File: config.mk
export PLATFORM = sky130hd
export DESIGN_NAME = eth_rx_descriptor_fetch
export DESIGN_NICKNAME = d
export VERILOG_FILES = /design/src/rx_desc_pkg.sv /design/src/eth_rx_descriptor_fetch.sv /design/src/rx_desc_decode.sv /design/src/rx_desc_status.sv
export VERILOG_INCLUDE_DIRS = /design/src /design/src/src
export SDC_FILE = /design/constraint.sdc
export NUM_CORES = 1
export LEC_CHECK = 0
export BUFFER_PORTS_ARGS = -buffer_cell sky130_fd_sc_hd__buf_2
export CORE_MARGIN = 2
export CORE_UTILIZATION = 45
export CTS_CLUSTER_SIZE = 30
export DETAILED_ROUTE_END_ITERATION = 10
export PLACE_DENSITY = 0.76
export SYNTH_ARGS = -nofsm -noshare
export SYNTH_HDL_FRONTEND = slang
export SYNTH_SLANG_ARGS = --single-unit
File: constraint.sdc
create_clock -name aclk -period 3.8 [get_ports aclk]
set_input_delay 0.76 -clock aclk [delete_from_list [all_inputs] [get_ports aclk]]
set_output_delay 0.76 -clock aclk [all_outputs]
set_load 0.02 [all_outputs]
File: src/rx_desc_defines.svh
`ifndef RX_DESC_DEFINES_SVH
`define RX_DESC_DEFINES_SVH

// register byte offsets
`define REG_CTRL 8'h00
`define REG_BASE 8'h04
`define REG_CUR 8'h08
`define REG_STATUS 8'h0C
`define REG_CLEAR 8'h10
`define REG_ENABLE 8'h14
`define REG_BUFINFO 8'h18

// control and status fields
`define CTRL_RUN_BIT 0
`define ST_FRAME_BIT 0
`define ST_TSDROP_BIT 1
`define ST_SKIP_BIT 2
`define STATUS_W 3

// descriptor word 1 fields
`define W1_SUPPRESS_BIT 31
`define W1_RING_END_BIT 15
`define W1_CHAIN_BIT 14
`define W1_SIZE2_HI 28
`define W1_SIZE2_LO 16
`define W1_SIZE1_HI 12
`define W1_SIZE1_LO 0

// descriptor word 4 fields
`define W4_TSDROP_BIT 14
`define W4_VER_BIT 13
`define W4_ETH_BIT 12
`define W4_TYPE_HI 11
`define W4_TYPE_LO 8
`define W4_IPV6_BIT 7
`define W4_IPV4_BIT 6

// descriptor layout in bytes
`define DESC_STRIDE 32'h0000_0020
`define WORD4_OFFSET 32'h0000_0010

`define RESP_OKAY 2'h0
`define RESP_SLVERR 2'h2

`endif

File: src/rx_desc_pkg.sv
package rx_desc_pkg;
  typedef enum logic [2:0] {
    ST_IDLE = 3'b000,
    ST_FETCH = 3'b001,
    ST_DECIDE = 3'b010,
    ST_RECV = 3'b011,
    ST_WBACK = 3'b100
  } fetch_state_e;

  typedef logic [31:0] word_t;
  typedef logic [12:0] bsize_t;
endpackage : rx_desc_pkg

File: src/eth_rx_descriptor_fetch.sv
// Operation
// - suppress bit blocks receive interrupt flag
// - ring end returns to list base
// - chain flag makes word 3 next pointer
// - ring end beats chain flag
// - chained descriptor ignores second size
// - first buffer size is bits 12:0
// - zero first size skips buffer one
// - word 2 addresses buffer one
// - word 3 addresses next descriptor when chained
// - word 4 flags dropped timestamp
// - word 4 records message version
// - word 4 records ethernet or udp
// - word 4 records ipv4 or ipv6
// - word 4 carries message type
//
// Local design decisions: the register offsets and the AXI4-Lite register port.
`timescale 1ns/1ns
`include "rx_desc_defines.svh"
module eth_rx_descriptor_fetch import rx_desc_pkg::*; (
  input wire logic aclk,
  input wire logic aresetn,
  input wire logic ce,
  input wire logic [7:0] s_axi_awaddr,
  input wire logic s_axi_awvalid,
  output logic s_axi_awready,
  input wire logic [31:0] s_axi_wdata,
  input wire logic [3:0] s_axi_wstrb,
  input wire logic s_axi_wvalid,
  output logic s_axi_wready,
  output logic [1:0] s_axi_bresp,
  output logic s_axi_bvalid,
  input wire logic s_axi_bready,
  input wire logic [7:0] s_axi_araddr,
  input wire logic s_axi_arvalid,
  output logic s_axi_arready,
  output logic [31:0] s_axi_rdata,
  output logic [1:0] s_axi_rresp,
  output logic s_axi_rvalid,
  input wire logic s_axi_rready,
  output logic mem_rd_req,
  output word_t mem_rd_addr,
  input wire logic mem_rd_valid,
  input wire word_t mem_rd_data,
  output logic mem_wr_req,
  output word_t mem_wr_addr,
  output word_t mem_wr_data,
  input wire logic mem_wr_ack,
  output logic buf_valid,
  output word_t buf1_addr,
  output bsize_t buf1_size,
  output word_t buf2_addr,
  output bsize_t buf2_size,
  input wire logic frame_end,
  input wire logic frame_ts_dropped,
  input wire logic frame_ptp_v2,
  input wire logic frame_ptp_over_eth,
  input wire logic frame_ptp_ipv4,
  input wire logic frame_ptp_ipv6,
  input wire logic [3:0] frame_ptp_msg_type,
  output logic irq
);
  function automatic word_t apply_strb(input word_t old, input word_t nw, input logic [3:0] st);
    word_t r;
    r = old;
    for (int i = 0; i < 4; i++) begin
      if (st[i]) begin
        r[i*8 +: 8] = nw[i*8 +: 8];
      end
    end
    return r;
  endfunction : apply_strb

  function automatic logic is_mapped(input logic [7:0] a);
    return (a == `REG_CTRL) || (a == `REG_BASE) || (a == `REG_CUR) ||
      (a == `REG_STATUS) || (a == `REG_CLEAR) || (a == `REG_ENABLE) ||
      (a == `REG_BUFINFO);
  endfunction : is_mapped

  fetch_state_e state_q;
  logic [1:0] word_idx_q;
  word_t cur_q, word1_q, word2_q, word3_q, ctrl_q, base_q;
  logic [`STATUS_W-1:0] status_q, enable_q, clr_pulse, set_pulse;
  logic aw_hold_q, w_hold_q, wr_fire, run, dec_no_buffer, frame_done;
  logic [7:0] awaddr_q;
  word_t wdata_q, dec_buf1_addr, dec_buf2_addr, dec_next, status_word4;
  logic [3:0] wstrb_q;
  bsize_t dec_buf1_size, dec_buf2_size;

  assign run = ctrl_q[`CTRL_RUN_BIT];
  assign wr_fire = aw_hold_q && w_hold_q && !s_axi_bvalid;
  assign frame_done = (state_q == ST_RECV) && frame_end;

  rx_desc_decode u_decode (
    .word1(word1_q),
    .word2(word2_q),
    .word3(word3_q),
    .cur_addr(cur_q),
    .base_addr(base_q),
    .buf1_addr(dec_buf1_addr),
    .buf1_size(dec_buf1_size),
    .buf2_addr(dec_buf2_addr),
    .buf2_size(dec_buf2_size),
    .no_buffer(dec_no_buffer),
    .next_addr(dec_next)
  );

  rx_desc_status u_status (
    .ts_dropped(frame_ts_dropped),
    .ptp_v2(frame_ptp_v2),
    .ptp_over_eth(frame_ptp_over_eth),
    .ptp_ipv4(frame_ptp_ipv4),
    .ptp_ipv6(frame_ptp_ipv6),
    .ptp_msg_type(frame_ptp_msg_type),
    .word4(status_word4)
  );

  // axi write address and data capture, in either order
  always_ff @(posedge aclk) begin
    if (!aresetn) begin
      aw_hold_q <= 1'b0;
      w_hold_q <= 1'b0;
      awaddr_q <= 8'h00;
      wdata_q <= '0;
      wstrb_q <= 4'h0;
      s_axi_awready <= 1'b1;
      s_axi_wready <= 1'b1;
      s_axi_bvalid <= 1'b0;
      s_axi_bresp <= `RESP_OKAY;
    end else if (ce) begin
      if (s_axi_awvalid && s_axi_awready) begin
        aw_hold_q <= 1'b1;
        awaddr_q <= s_axi_awaddr;
        s_axi_awready <= 1'b0;
      end
      if (s_axi_wvalid && s_axi_wready) begin
        w_hold_q <= 1'b1;
        wdata_q <= s_axi_wdata;
        wstrb_q <= s_axi_wstrb;
        s_axi_wready <= 1'b0;
      end
      if (wr_fire) begin
        aw_hold_q <= 1'b0;
        w_hold_q <= 1'b0;
        s_axi_bvalid <= 1'b1;
        s_axi_bresp <= is_mapped(awaddr_q) ? `RESP_OKAY : `RESP_SLVERR;
      end
      if (s_axi_bvalid && s_axi_bready) begin
        s_axi_bvalid <= 1'b0;
        s_axi_awready <= 1'b1;
        s_axi_wready <= 1'b1;
      end
    end
  end

  // software-writable registers
  always_ff @(posedge aclk) begin
    if (!aresetn) begin
      ctrl_q <= '0;
      base_q <= '0;
      enable_q <= '0;
    end else if (ce && wr_fire) begin
      case (awaddr_q)
        `REG_CTRL: ctrl_q <= apply_strb(ctrl_q, wdata_q, wstrb_q) & 32'h0000_0001;
        `REG_BASE: base_q <= apply_strb(base_q, wdata_q, wstrb_q);
        `REG_ENABLE: enable_q <= wdata_q[`STATUS_W-1:0];
        default: ;
      endcase
    end
  end

  always_comb begin
    clr_pulse = '0;
    if (wr_fire && (awaddr_q == `REG_CLEAR)) begin
      clr_pulse = wdata_q[`STATUS_W-1:0];
    end
    set_pulse = '0;
    set_pulse[`ST_FRAME_BIT] = frame_done && !word1_q[`W1_SUPPRESS_BIT];
    set_pulse[`ST_TSDROP_BIT] = frame_done && frame_ts_dropped;
    set_pulse[`ST_SKIP_BIT] = (state_q == ST_DECIDE) && dec_no_buffer;
  end

  // sticky status, a set in the clearing cycle wins
  always_ff @(posedge aclk) begin
    if (!aresetn) begin
      status_q <= '0;
      irq <= 1'b0;
    end else if (ce) begin
      status_q <= (status_q & ~clr_pulse) | set_pulse;
      irq <= |(((status_q & ~clr_pulse) | set_pulse) & enable_q);
    end
  end

  // axi read channel
  always_ff @(posedge aclk) begin
    if (!aresetn) begin
      s_axi_arready <= 1'b1;
      s_axi_rvalid <= 1'b0;
      s_axi_rdata <= '0;
      s_axi_rresp <= `RESP_OKAY;
    end else if (ce) begin
      if (s_axi_arvalid && s_axi_arready) begin
        s_axi_arready <= 1'b0;
        s_axi_rvalid <= 1'b1;
        s_axi_rresp <= is_mapped(s_axi_araddr) ? `RESP_OKAY : `RESP_SLVERR;
        case (s_axi_araddr)
          `REG_CTRL: s_axi_rdata <= ctrl_q;
          `REG_BASE: s_axi_rdata <= base_q;
          `REG_CUR: s_axi_rdata <= cur_q;
          `REG_STATUS: s_axi_rdata <= {29'h0000_0000, status_q};
          `REG_ENABLE: s_axi_rdata <= {29'h0000_0000, enable_q};
          `REG_BUFINFO: s_axi_rdata <= {3'h0, buf2_size, 3'h0, buf1_size};
          default: s_axi_rdata <= '0;
        endcase
      end else if (s_axi_rvalid && s_axi_rready) begin
        s_axi_rvalid <= 1'b0;
        s_axi_arready <= 1'b1;
      end
    end
  end

  // descriptor walk
  always_ff @(posedge aclk) begin
    if (!aresetn) begin
      state_q <= ST_IDLE;
      word_idx_q <= 2'h1;
      cur_q <= '0;
      word1_q <= '0;
      word2_q <= '0;
      word3_q <= '0;
    end else if (ce) begin
      case (state_q)
        ST_IDLE: begin
          if (run) begin
            cur_q <= base_q;
            word_idx_q <= 2'h1;
            state_q <= ST_FETCH;
          end
        end
        ST_FETCH: begin
          if (mem_rd_req && mem_rd_valid) begin
            case (word_idx_q)
              2'h1: word1_q <= mem_rd_data;
              2'h2: word2_q <= mem_rd_data;
              default: word3_q <= mem_rd_data;
            endcase
            if (word_idx_q == 2'h3) begin
              state_q <= ST_DECIDE;
            end else begin
              word_idx_q <= word_idx_q + 2'h1;
            end
          end
        end
        ST_DECIDE: begin
          word_idx_q <= 2'h1;
          if (dec_no_buffer) begin
            cur_q <= dec_next;
            state_q <= run ? ST_FETCH : ST_IDLE;
          end else begin
            state_q <= ST_RECV;
          end
        end
        ST_RECV: begin
          if (frame_end) begin
            state_q <= ST_WBACK;
          end else if (!run) begin
            state_q <= ST_IDLE;
          end
        end
        ST_WBACK: begin
          if (mem_wr_ack) begin
            cur_q <= dec_next;
            word_idx_q <= 2'h1;
            state_q <= run ? ST_FETCH : ST_IDLE;
          end
        end
        default: state_q <= ST_IDLE;
      endcase
    end
  end

  // descriptor read port, held until answered
  always_ff @(posedge aclk) begin
    if (!aresetn) begin
      mem_rd_req <= 1'b0;
      mem_rd_addr <= '0;
    end else if (ce) begin
      if (mem_rd_req && mem_rd_valid) begin
        mem_rd_req <= 1'b0;
      end else if (state_q == ST_FETCH && !mem_rd_req) begin
        mem_rd_req <= 1'b1;
        mem_rd_addr <= cur_q + {28'h000_0000, word_idx_q, 2'h0};
      end
    end
  end

  // buffer hand-off to the receive path
  always_ff @(posedge aclk) begin
    if (!aresetn) begin
      buf_valid <= 1'b0;
      buf1_addr <= '0;
      buf1_size <= '0;
      buf2_addr <= '0;
      buf2_size <= '0;
    end else if (ce) begin
      if (state_q == ST_DECIDE && !dec_no_buffer) begin
        buf_valid <= 1'b1;
        buf1_addr <= dec_buf1_addr;
        buf1_size <= dec_buf1_size;
        buf2_addr <= dec_buf2_addr;
        buf2_size <= dec_buf2_size;
      end else if (state_q == ST_RECV && (frame_end || !run)) begin
        buf_valid <= 1'b0;
      end
    end
  end

  // word 4 write-back after the frame
  always_ff @(posedge aclk) begin
    if (!aresetn) begin
      mem_wr_req <= 1'b0;
      mem_wr_addr <= '0;
      mem_wr_data <= '0;
    end else if (ce) begin
      if (frame_done) begin
        mem_wr_req <= 1'b1;
        mem_wr_addr <= cur_q + `WORD4_OFFSET;
        mem_wr_data <= status_word4;
      end else if (mem_wr_req && mem_wr_ack) begin
        mem_wr_req <= 1'b0;
      end
    end
  end
endmodule : eth_rx_descriptor_fetch

File: src/rx_desc_decode.sv
`timescale 1ns/1ns
`include "rx_desc_defines.svh"
module rx_desc_decode import rx_desc_pkg::*; (
  input wire word_t word1,
  input wire word_t word2,
  input wire word_t word3,
  input wire word_t cur_addr,
  input wire word_t base_addr,
  output word_t buf1_addr,
  output bsize_t buf1_size,
  output word_t buf2_addr,
  output bsize_t buf2_size,
  output logic no_buffer,
  output word_t next_addr
);
  logic ring_end_flag;
  logic chain_second_address;
  bsize_t first_buffer_size;
  bsize_t second_buffer_size;

  assign ring_end_flag = word1[`W1_RING_END_BIT];
  assign chain_second_address = word1[`W1_CHAIN_BIT];
  assign first_buffer_size = word1[`W1_SIZE1_HI:`W1_SIZE1_LO];
  assign second_buffer_size = chain_second_address ? '0 : word1[`W1_SIZE2_HI:`W1_SIZE2_LO];
  assign buf1_addr = word2;
  assign buf1_size = first_buffer_size;
  assign buf2_addr = word3;
  assign buf2_size = second_buffer_size;
  assign no_buffer = (first_buffer_size == '0) && (second_buffer_size == '0);

  always_comb begin
    if (ring_end_flag) begin
      next_addr = base_addr;
    end else if (chain_second_address) begin
      next_addr = word3;
    end else begin
      next_addr = cur_addr + `DESC_STRIDE;
    end
  end
endmodule : rx_desc_decode

File: src/rx_desc_status.sv
`timescale 1ns/1ns
`include "rx_desc_defines.svh"
module rx_desc_status import rx_desc_pkg::*; (
  input wire logic ts_dropped,
  input wire logic ptp_v2,
  input wire logic ptp_over_eth,
  input wire logic ptp_ipv4,
  input wire logic ptp_ipv6,
  input wire logic [3:0] ptp_msg_type,
  output word_t word4
);
  logic is_ptp;
  logic over_udp;

  assign is_ptp = (ptp_msg_type != 4'h0);
  assign over_udp = is_ptp && !ptp_over_eth;

  always_comb begin
    word4 = '0;
    word4[`W4_TSDROP_BIT] = ts_dropped;
    word4[`W4_VER_BIT] = is_ptp && ptp_v2;
    word4[`W4_ETH_BIT] = is_ptp && ptp_over_eth;
    word4[`W4_TYPE_HI:`W4_TYPE_LO] = ptp_msg_type;
    word4[`W4_IPV6_BIT] = over_udp && ptp_ipv6;
    word4[`W4_IPV4_BIT] = over_udp && ptp_ipv4;
  end
endmodule : rx_desc_status

==> summary by stage, run 1 <==
Run status
The flow ran to the end, and the final reports show no timing, DRC or antenna violations.

Detailed routing
In this run the remaining antenna-violating nets after routing total 0. Across all layers, the routed design uses 17000 vias. The mean number of vias per cell is 5.68. The average detailed-routed wire length per instance is 19.7 um. The initial DRC count is 1838. The final layout contains routed wiring with a total length of 58900 um. The first detailed-routing pass took 7 iterations. After detailed routing, the number of remaining DRC violations is 0.

Worst hold path
The worst hold path class is in2reg. Along the worst hold path, the cell count comes to 3. The start point of the worst hold path is s_axi_wdata[13]. The end of the worst hold path is wdata_q[13].

Synth
The netlist uses 72 different library cells. The number of enable-type register cells in the synthesized netlist is 0. The fraction of the mapped netlist area in adder cells is 0.00605. The synthesized area per cell is 8.04 um^2.

The leading register cell type out of synthesis is dfxtp_1. The portion of synthesized area spent on multiplexers is 0.0272. For this run, the number of Yosys warnings is 0. The xor/xnor share of the synthesized area is 0.0330. Of the total synthesized cell area, the portion taken by AND, OR, NAND and NOR gates is 0.218. The share of async-settable or async-resettable flops after synthesis is 0.

dfxtp_1 takes more of the synthesized area than any other cell. The synthesized-area fraction occupied by ao, oa, aoi and oai cells was 0.187. Summing every instance area after synthesis gives 17800 um^2. The combinational family with the most area after synthesis is simple AND/OR/NAND/NOR gates. The register bit count reported by yosys is 421. The number of instances in the synthesized netlist is 2212.

For this run, the register share of the synthesized area comes to 0.474. After synthesis, the cell types taking the most area are dfxtp_1 47%, nand2_1 12%, a21oi_1 8.3%, clkbuf_1 3.1%, nor2_1 2.8%. The share of synthesized area in the top cell type comes to 0.474.

Worst setup path
For the worst flop-to-flop path, the logic depth is 6. The worst setup path is captured at a flip-flop. The slack of the worst reg-to-reg path is 0.82 ns. At the worst endpoint, the arrival time is 3.38 ns. The category of the critical setup timing path is reg2reg. The reg-to-reg startpoint is word1_q[2]. The worst setup path is launched from a flip-flop. The required time of the critical path is 4.20 ns. In this run the critical register-to-register path is captured at cur_q[10]. Of all nets on the critical path, the largest fanout is 17.

Clocking
The maximum buffer depth of the clock tree is 3. The clock tree from TritonCTS is done. The buffer cell driving the clock tree root is clkbuf_16. The number of setup buffers added after CTS is 0. The number of buffers created by CTS is 45. The H-tree generated during clock tree synthesis spans 2 levels. After clock tree synthesis, the clock-pin slew on the worst setup and hold paths is 0.06 ns. In this run, post-CTS repair resized a total of 0 instances.

After clock tree synthesis, the flow added hold-fix buffers numbering 0. The later pin in the worst-skew pair is clocked with a latency of 0.58 ns. The clock net in this run drives a total of 421 sinks.

STA
The smallest clock period supported by the final layout is computed as 2.98 ns. The final number of max-transition violations came to 0. Setup total negative slack on the finished layout was measured at 0 ns. Setup repair after global routing left no endpoint under its margin. Setup violations remaining at the end of the flow were counted as 0. The share of the cycle needed by the critical path after routing is 0.783.

On the final layout, the worst clock skew is 0.0158 ns. The worst slew slack as a fraction of its limit is 0.334. The smallest hold slack is 0.419 ns.

The highest achievable clock rate is 336 MHz. The number of hold-slack violations in the final timing report is 0. The slew at the pin with the worst max-slew slack is 0.997 ns.

Floorplan
The die covers 41100 um^2. The starting density of the core is 0.458. The floorplan step set the die width to 203 um.

The site row count is 72. The die outline height is 203 um. The placeable core area is 38800 um^2.

During I/O placement, the number of pins put on the boundary was 335.

GRT
In the global route stage, met2 resource usage came out at 0.434. In the global route stage, met1 resource usage came out at 0.374. The number of antenna violations at the first check in global routing was 0. The via count of the first global-routing pass is 16000. The largest net degree at the start of global routing is 154.

The first global-routing pass estimated 90800 um of wire. Across every metal layer, demand over resource in global routing totals 0.280. In the global route stage, met3 resource usage came out at 0.0679. The busiest layer in global routing is met2. Global routing finished with a remaining overflow of 0.

Pwr
The power per standard cell area is 439 nW/um^2. IR analysis of the VDD net gives a maximum drop of 0.000359 V. The leakage component of the power is 8.07 nW.

Placed design
The count of port buffers added during placement is 309. The instance area at placement is 19600 um^2. The final RePlAce weighted congestion is 0.947. After legalization and detailed placement, the total HPWL measured 42700 um. The placed cell count is 2902.

Cells and area
The post-layout net count is 2543. The post-layout instance area is 21100 um^2. Excluding fillers, the count of instances in the completed layout stands at 2983. The fraction of layout instances using a drive strength above 1 is 0.189. Compared with the post-synthesis result, the final layout area differs by 18.6%.

The footprint of the flip-flops and latches is 8430 um^2. The count of filler cells inserted in the layout is 3627. The total inserted antenna cells is 0. Summing all multi-input logic gate instances after layout gives 8510 um^2.

Job
The tool flagged a number of max-cap violations equal to 0.
stage by stage:
step	setup WS (ns)	power [mW]	utilization
4_1_cts	0.868	9.28	0.543
3_5_place_dp	0.673	4.85	0.504
3_3_place_gp	0.732	4.85	0.504
6_report	0.824	9.24	0.543
2_1_floorplan	1.34	4.74	-
5_1_grt	0.727	9.49	0.543
area by class of cell:
type                    instances  area share
clock buffers                  63      0.0629
clock inverters                18     0.00932
flip-flops and latches        421       0.400
inverters                      20     0.00392
multi-input cells            1593       0.404
repair buffers                350      0.0897
well taps                     518      0.0307
placed cells by master, fill, tap and decap left out, types with 9 or more instances in the layout:
cell / Yosys / routed
o21ai_0: 63 / 63
nor4_1: 23 / 20
clkbuf_16: 0 / 46
buf_4: 29 / 38
nand3_1: 61 / 61
clkbuf_8: 0 / 11
a22oi_1: 11 / 11
a21o_1: 9 / 9
nor3_1: 38 / 38
nand2_1: 586 / 586
conb_1: 1 / 25
nand4_1: 19 / 19
inv_1: 19 / 18
and3_1: 10 / 10
mux2i_1: 46 / 46
a222oi_1: 23 / 23
xor2_1: 37 / 37
xnor2_1: 30 / 30
a21oi_1: 296 / 296
buf_2: 15 / 309
dfxtp_1: 421 / 421
nor2_1: 133 / 130
a211oi_1: 37 / 37
a31oi_1: 12 / 11
state kept, by name, summed over array words and instances, names as in the netlist, 2 cells and up:
name and count:
buf2_size 13, base_q 32, mem_wr_addr 32, enable_q 3, buf1_size 13, cur_q 32, status_q 3, s_axi_rdata 32
word3_q 32, mem_rd_addr 32, word2_q 32, buf1_addr 32, word1_q 29, awaddr_q 8, state_q 3, buf2_addr 32
wstrb_q 4, mem_wr_data 9, wdata_q 32, word_idx_q 2
worst max-delay path by stage:
| stage | start | endpoint | slack (ns) | depth (start not counted) |
|---|---|---|---|---|
| after detailed placement | ce | base_q[9] | 0.67 | 6 |
| after global placement | ce | base_q[8] | 0.73 | 6 |
| after CTS | word1_q[2] | cur_q[18] | 0.87 | 6 |
| after floorplan | word1_q[2] | cur_q[0] | 1.34 | 7 |
| final | word1_q[2] | cur_q[10] | 0.82 | 6 |
| after global routing | word_idx_q[0] | mem_rd_addr[28] | 0.73 | 7 |
critical path, stage by stage, from the launching register on:
cell	delay, ns
dfxtp_1	0.32
or4_1	0.56
nor4_1	0.65
nand4_1	0.21
buf_4	0.27
nand2_1	0.58
a311oi_1	0.20
logic make-up (layout without fill, tap and decap cells):
| logic type | count (synthesis) | in the layout |
|---|---|---|
| AND/OR/NAND/NOR | 917 | 917 |
| AO/OA/AOI/OAI | 528 | 528 |
| flip-flops | 421 | 421 |
| buffers and inverters | 222 | 451 |
| XOR/XNOR | 67 | 67 |
| multiplexers | 48 | 48 |
| adder cells (fa/ha/maj) | 8 | 8 |
| other | 1 | 25 |
where the power goes:
| part | switching (mW) | internal, mW |
|---|---|---|
| registers | 0.0228 | 4.44 |
| logic | 0.213 | 0.0828 |
| clock network | 1.84 | 2.65 |
metal layers:
metal,routed length (um),vias to the layer above
met1,24400,7920
met2,26100,880
met3,6140,138
li1,-,8017
met4,2270,0
met5,0,-
synthesized netlist by cell type, types with 6 or more instances:
library cell / count
nor3_1: 38
a21oi_1: 296
nand4_1: 19
xnor2_1: 30
and3_1: 10
inv_1: 19
buf_4: 29
a31oi_1: 12
buf_2: 15
mux2i_1: 46
and2_1: 7
a22oi_1: 11
buf_1: 11
a2bb2oi_1: 7
nor2_1: 133
xor2_1: 37
clkbuf_1: 145
o211ai_1: 6
ha_1: 7
a21o_1: 9
nor2b_1: 7
dfxtp_1: 421
o21ai_0: 63
nand3_1: 61
nand2_1: 586
o32ai_2: 6
nand2b_1: 7
nor4_1: 23
a22o_1: 6
a311oi_2: 7
a222oi_1: 23
a211oi_1: 37
(Power assumes the default switching activity.)
==> run 2: changes to the inputs <==
- PLACE_DENSITY: 0.76 -> 0.78
- clock period: 3.8 -> 2.6 ns (I/O delays scaled with it)
==> summary by stage, run 2 (same netlist as run 1, synthesis figures left out) <==
GRT
Entering global routing, the biggest net connects 199 pins. The residual overflow from global routing is 0. The via count of the first global-routing pass came to 16100. The global-route usage over all layers is 0.281.

The first global-routing pass estimated 91000 um of wire. The number of antenna violations at the first check in global routing was 0.

STA
The worst path setup slack after routing is 0.0535 ns. The worst slew slack as a fraction of its limit is 0.192. The final number of max-transition violations is 0. The slew at the pin with the worst max-slew slack is 1.21 ns. Clock skew on the completed layout was measured at 0.0233 ns. The share of the cycle needed by the critical path after routing is 0.979.

The number of setup violations in the final report is 0. Hold is met by 0.203 ns. The clock period minus final worst setup slack is 2.55 ns. Setup repair after global routing could not meet its margin everywhere. The highest achievable clock rate is 393 MHz.

The number of hold-slack violations in the final timing report came to 0.

Cells and area
The total inserted antenna cells is 0. The area overhead of the layout relative to synthesis is 21.5%. Leaving out fill and tap cells, the most frequent cells in the layout are 586 x nand2_1, 421 x dfxtp_1, 309 x buf_2, 294 x a21oi_1, 130 x nor2_1. In the final design database the tool counted 2587 nets. After routing the design area is 21600 um^2. The commonest non-fill, non-tap cell in the layout is nand2_1. The final instance count without filler cells is 3027. In the final layout, the share of cells above drive strength 1 is 0.204.

Floorplan
The floorplan step defined a die boundary enclosing 41100 um^2. The site row count is 72. The top-level I/O count is 335.

The die is 203 um tall. For this configuration, the core starts out at a cell density of 0.458. The x dimension of the die is 203 um. After floorplanning, the core was sized to cover 38800 um^2.

Run status
The flow ran to the end, and the final reports show no timing, DRC or antenna violations.

Worst setup path
STA puts the critical path data arrival time at 3.02 ns. The end of the critical path is buf2_addr[5]. Measured in cells, the most critical reg-to-reg path has a length of 8. The category of the worst setup path capture point is a flip-flop. The required time of the critical path is 3.07 ns. The setup path with the least slack is of type reg2reg. The reg-to-reg startpoint is word1_q[2]. In this run the critical register-to-register path is captured at buf2_addr[5]. The critical path launch point type is a flip-flop. Along the worst path, the maximum fanout reaches 19.

The origin of the worst setup path is word1_q[2]. The slack of the worst reg-to-reg path is 0.05 ns.

Pwr
The leakage component of the power is 8.34 nW. The largest vdd supply drop is 0.000515 V. The power per standard cell area is 629 nW/um^2.

Placed design
The placed cell count is 2942. The placed instances occupy a cell area of 20000 um^2. At the end of routability-driven placement, the weighted congestion stood at 0.935. Once detailed placement completed, the half-perimeter wirelength came to 43200 um. In this run the tool buffered the top-level ports with 309 buffer cells. Prior to clock tree synthesis, the placed netlist has a worst setup slack of -0.00874 ns.

Clocking
Buffers inserted during clock tree synthesis total 44. The H-tree depth reported by CTS is 2. The buffer cell driving the clock tree root is clkbuf_16. The clock reaches the later pin of the worst-skew pair after 0.56 ns. The clock-pin slew on the worst setup and hold paths is 0.06 ns. The clock sink total is 421. The maximum buffer depth of the clock tree is 3.

The clock tree from TritonCTS is done.

Detailed routing
Wires add up to 60100 um. The number of design rule violations left after detail routing is 0. The first routing iteration left 1642 violations. The average detailed-routed wire length per instance is 19.8 um. The mean number of vias per cell is 5.71. Once detail routing completed, the nets flagged for antenna violations numbered 0.

The detailed-routing iteration count for the pre-antenna-repair pass is 6. The detailed-route via count is 17300.

Job
Max-cap violations in this run came to 0.

Worst hold path
In this run the worst hold path is classified as in2reg.
==> run 2: metrics by stage <==
stage / setup TNS [ns] / total power, mW / util
floorplan: 0 / 6.92 / -
global placement: 0 / 7.08 / 0.514
detailed placement: -0.00874 / 7.08 / 0.514
CTS: 0 / 13.7 / 0.554
global route: -0.0564 / 13.9 / 0.556
finish: 0 / 13.6 / 0.556
==> run 2: how the worst min path moves through the flow <==
stage / from / endpoint / slack, ns / cells past startpoint
6_report: s_axi_wdata[21] / wdata_q[21] / 0.20 / 3
5_1_grt: s_axi_awaddr[2] / awaddr_q[2] / 0.21 / 3
4_1_cts: s_axi_wdata[21] / wdata_q[21] / 0.19 / 3
3_5_place_dp: mem_wr_data[10] / mem_wr_data[10] / 0.44 / 2
3_3_place_gp: word2_q[30] / buf1_addr[30] / 0.44 / 2
2_1_floorplan: awaddr_q[5] / awaddr_q[5] / 0.43 / 2
==> run 2: report_power, final <==
part	internal, mW	switching (mW)
clock network	3.98	2.66
registers	6.49	0.0319
logic	0.119	0.305
total	10.6	3.00
==> run 2: routing by layer <==
layer,routed length (um),share of wire,up-vias,global-route usage
li1,-,-,8106,-
met1,25400,0.42,8109,0.388
met2,25700,0.43,934,0.420
met3,6090,0.10,130,0.0605
met4,2870,0.048,0,0.127
met5,0,0,-,0
==> run 2: area by class of cell <==
| class | count | area [um^2] |
|---|---|---|
| Inverter | 20 | 82.6 |
| Multi-Input combinational cell | 1593 | 8520 |
| Fill cell | 3537 | 17200 |
| Clock inverter | 21 | 277 |
| Timing Repair Buffer | 395 | 2390 |
| Tap cell | 518 | 648 |
| Clock buffer | 59 | 1250 |
| Sequential cell | 421 | 8430 |
==> run 2: timing repair <==
item / 4_1_cts / 5_1_grt
hold buffers: 0 / 0
buffers inserted: 2 / 0
endpoints found under the setup margin: 1 / 96
gates resized for setup: 1 / 5
pin swaps: 1 / 0
cloned: 1 / 2
==> run 2: worst max-delay path, cell delays in order (launching register included) <==
cell and delay [ns]:
dfxtp_1 0.32, or4_1 0.55, or4_4 0.52, buf_4 0.17, o31ai_4 0.27, buf_4 0.20
buf_12 0.17, nand2_1 0.09, a21oi_2 0.16
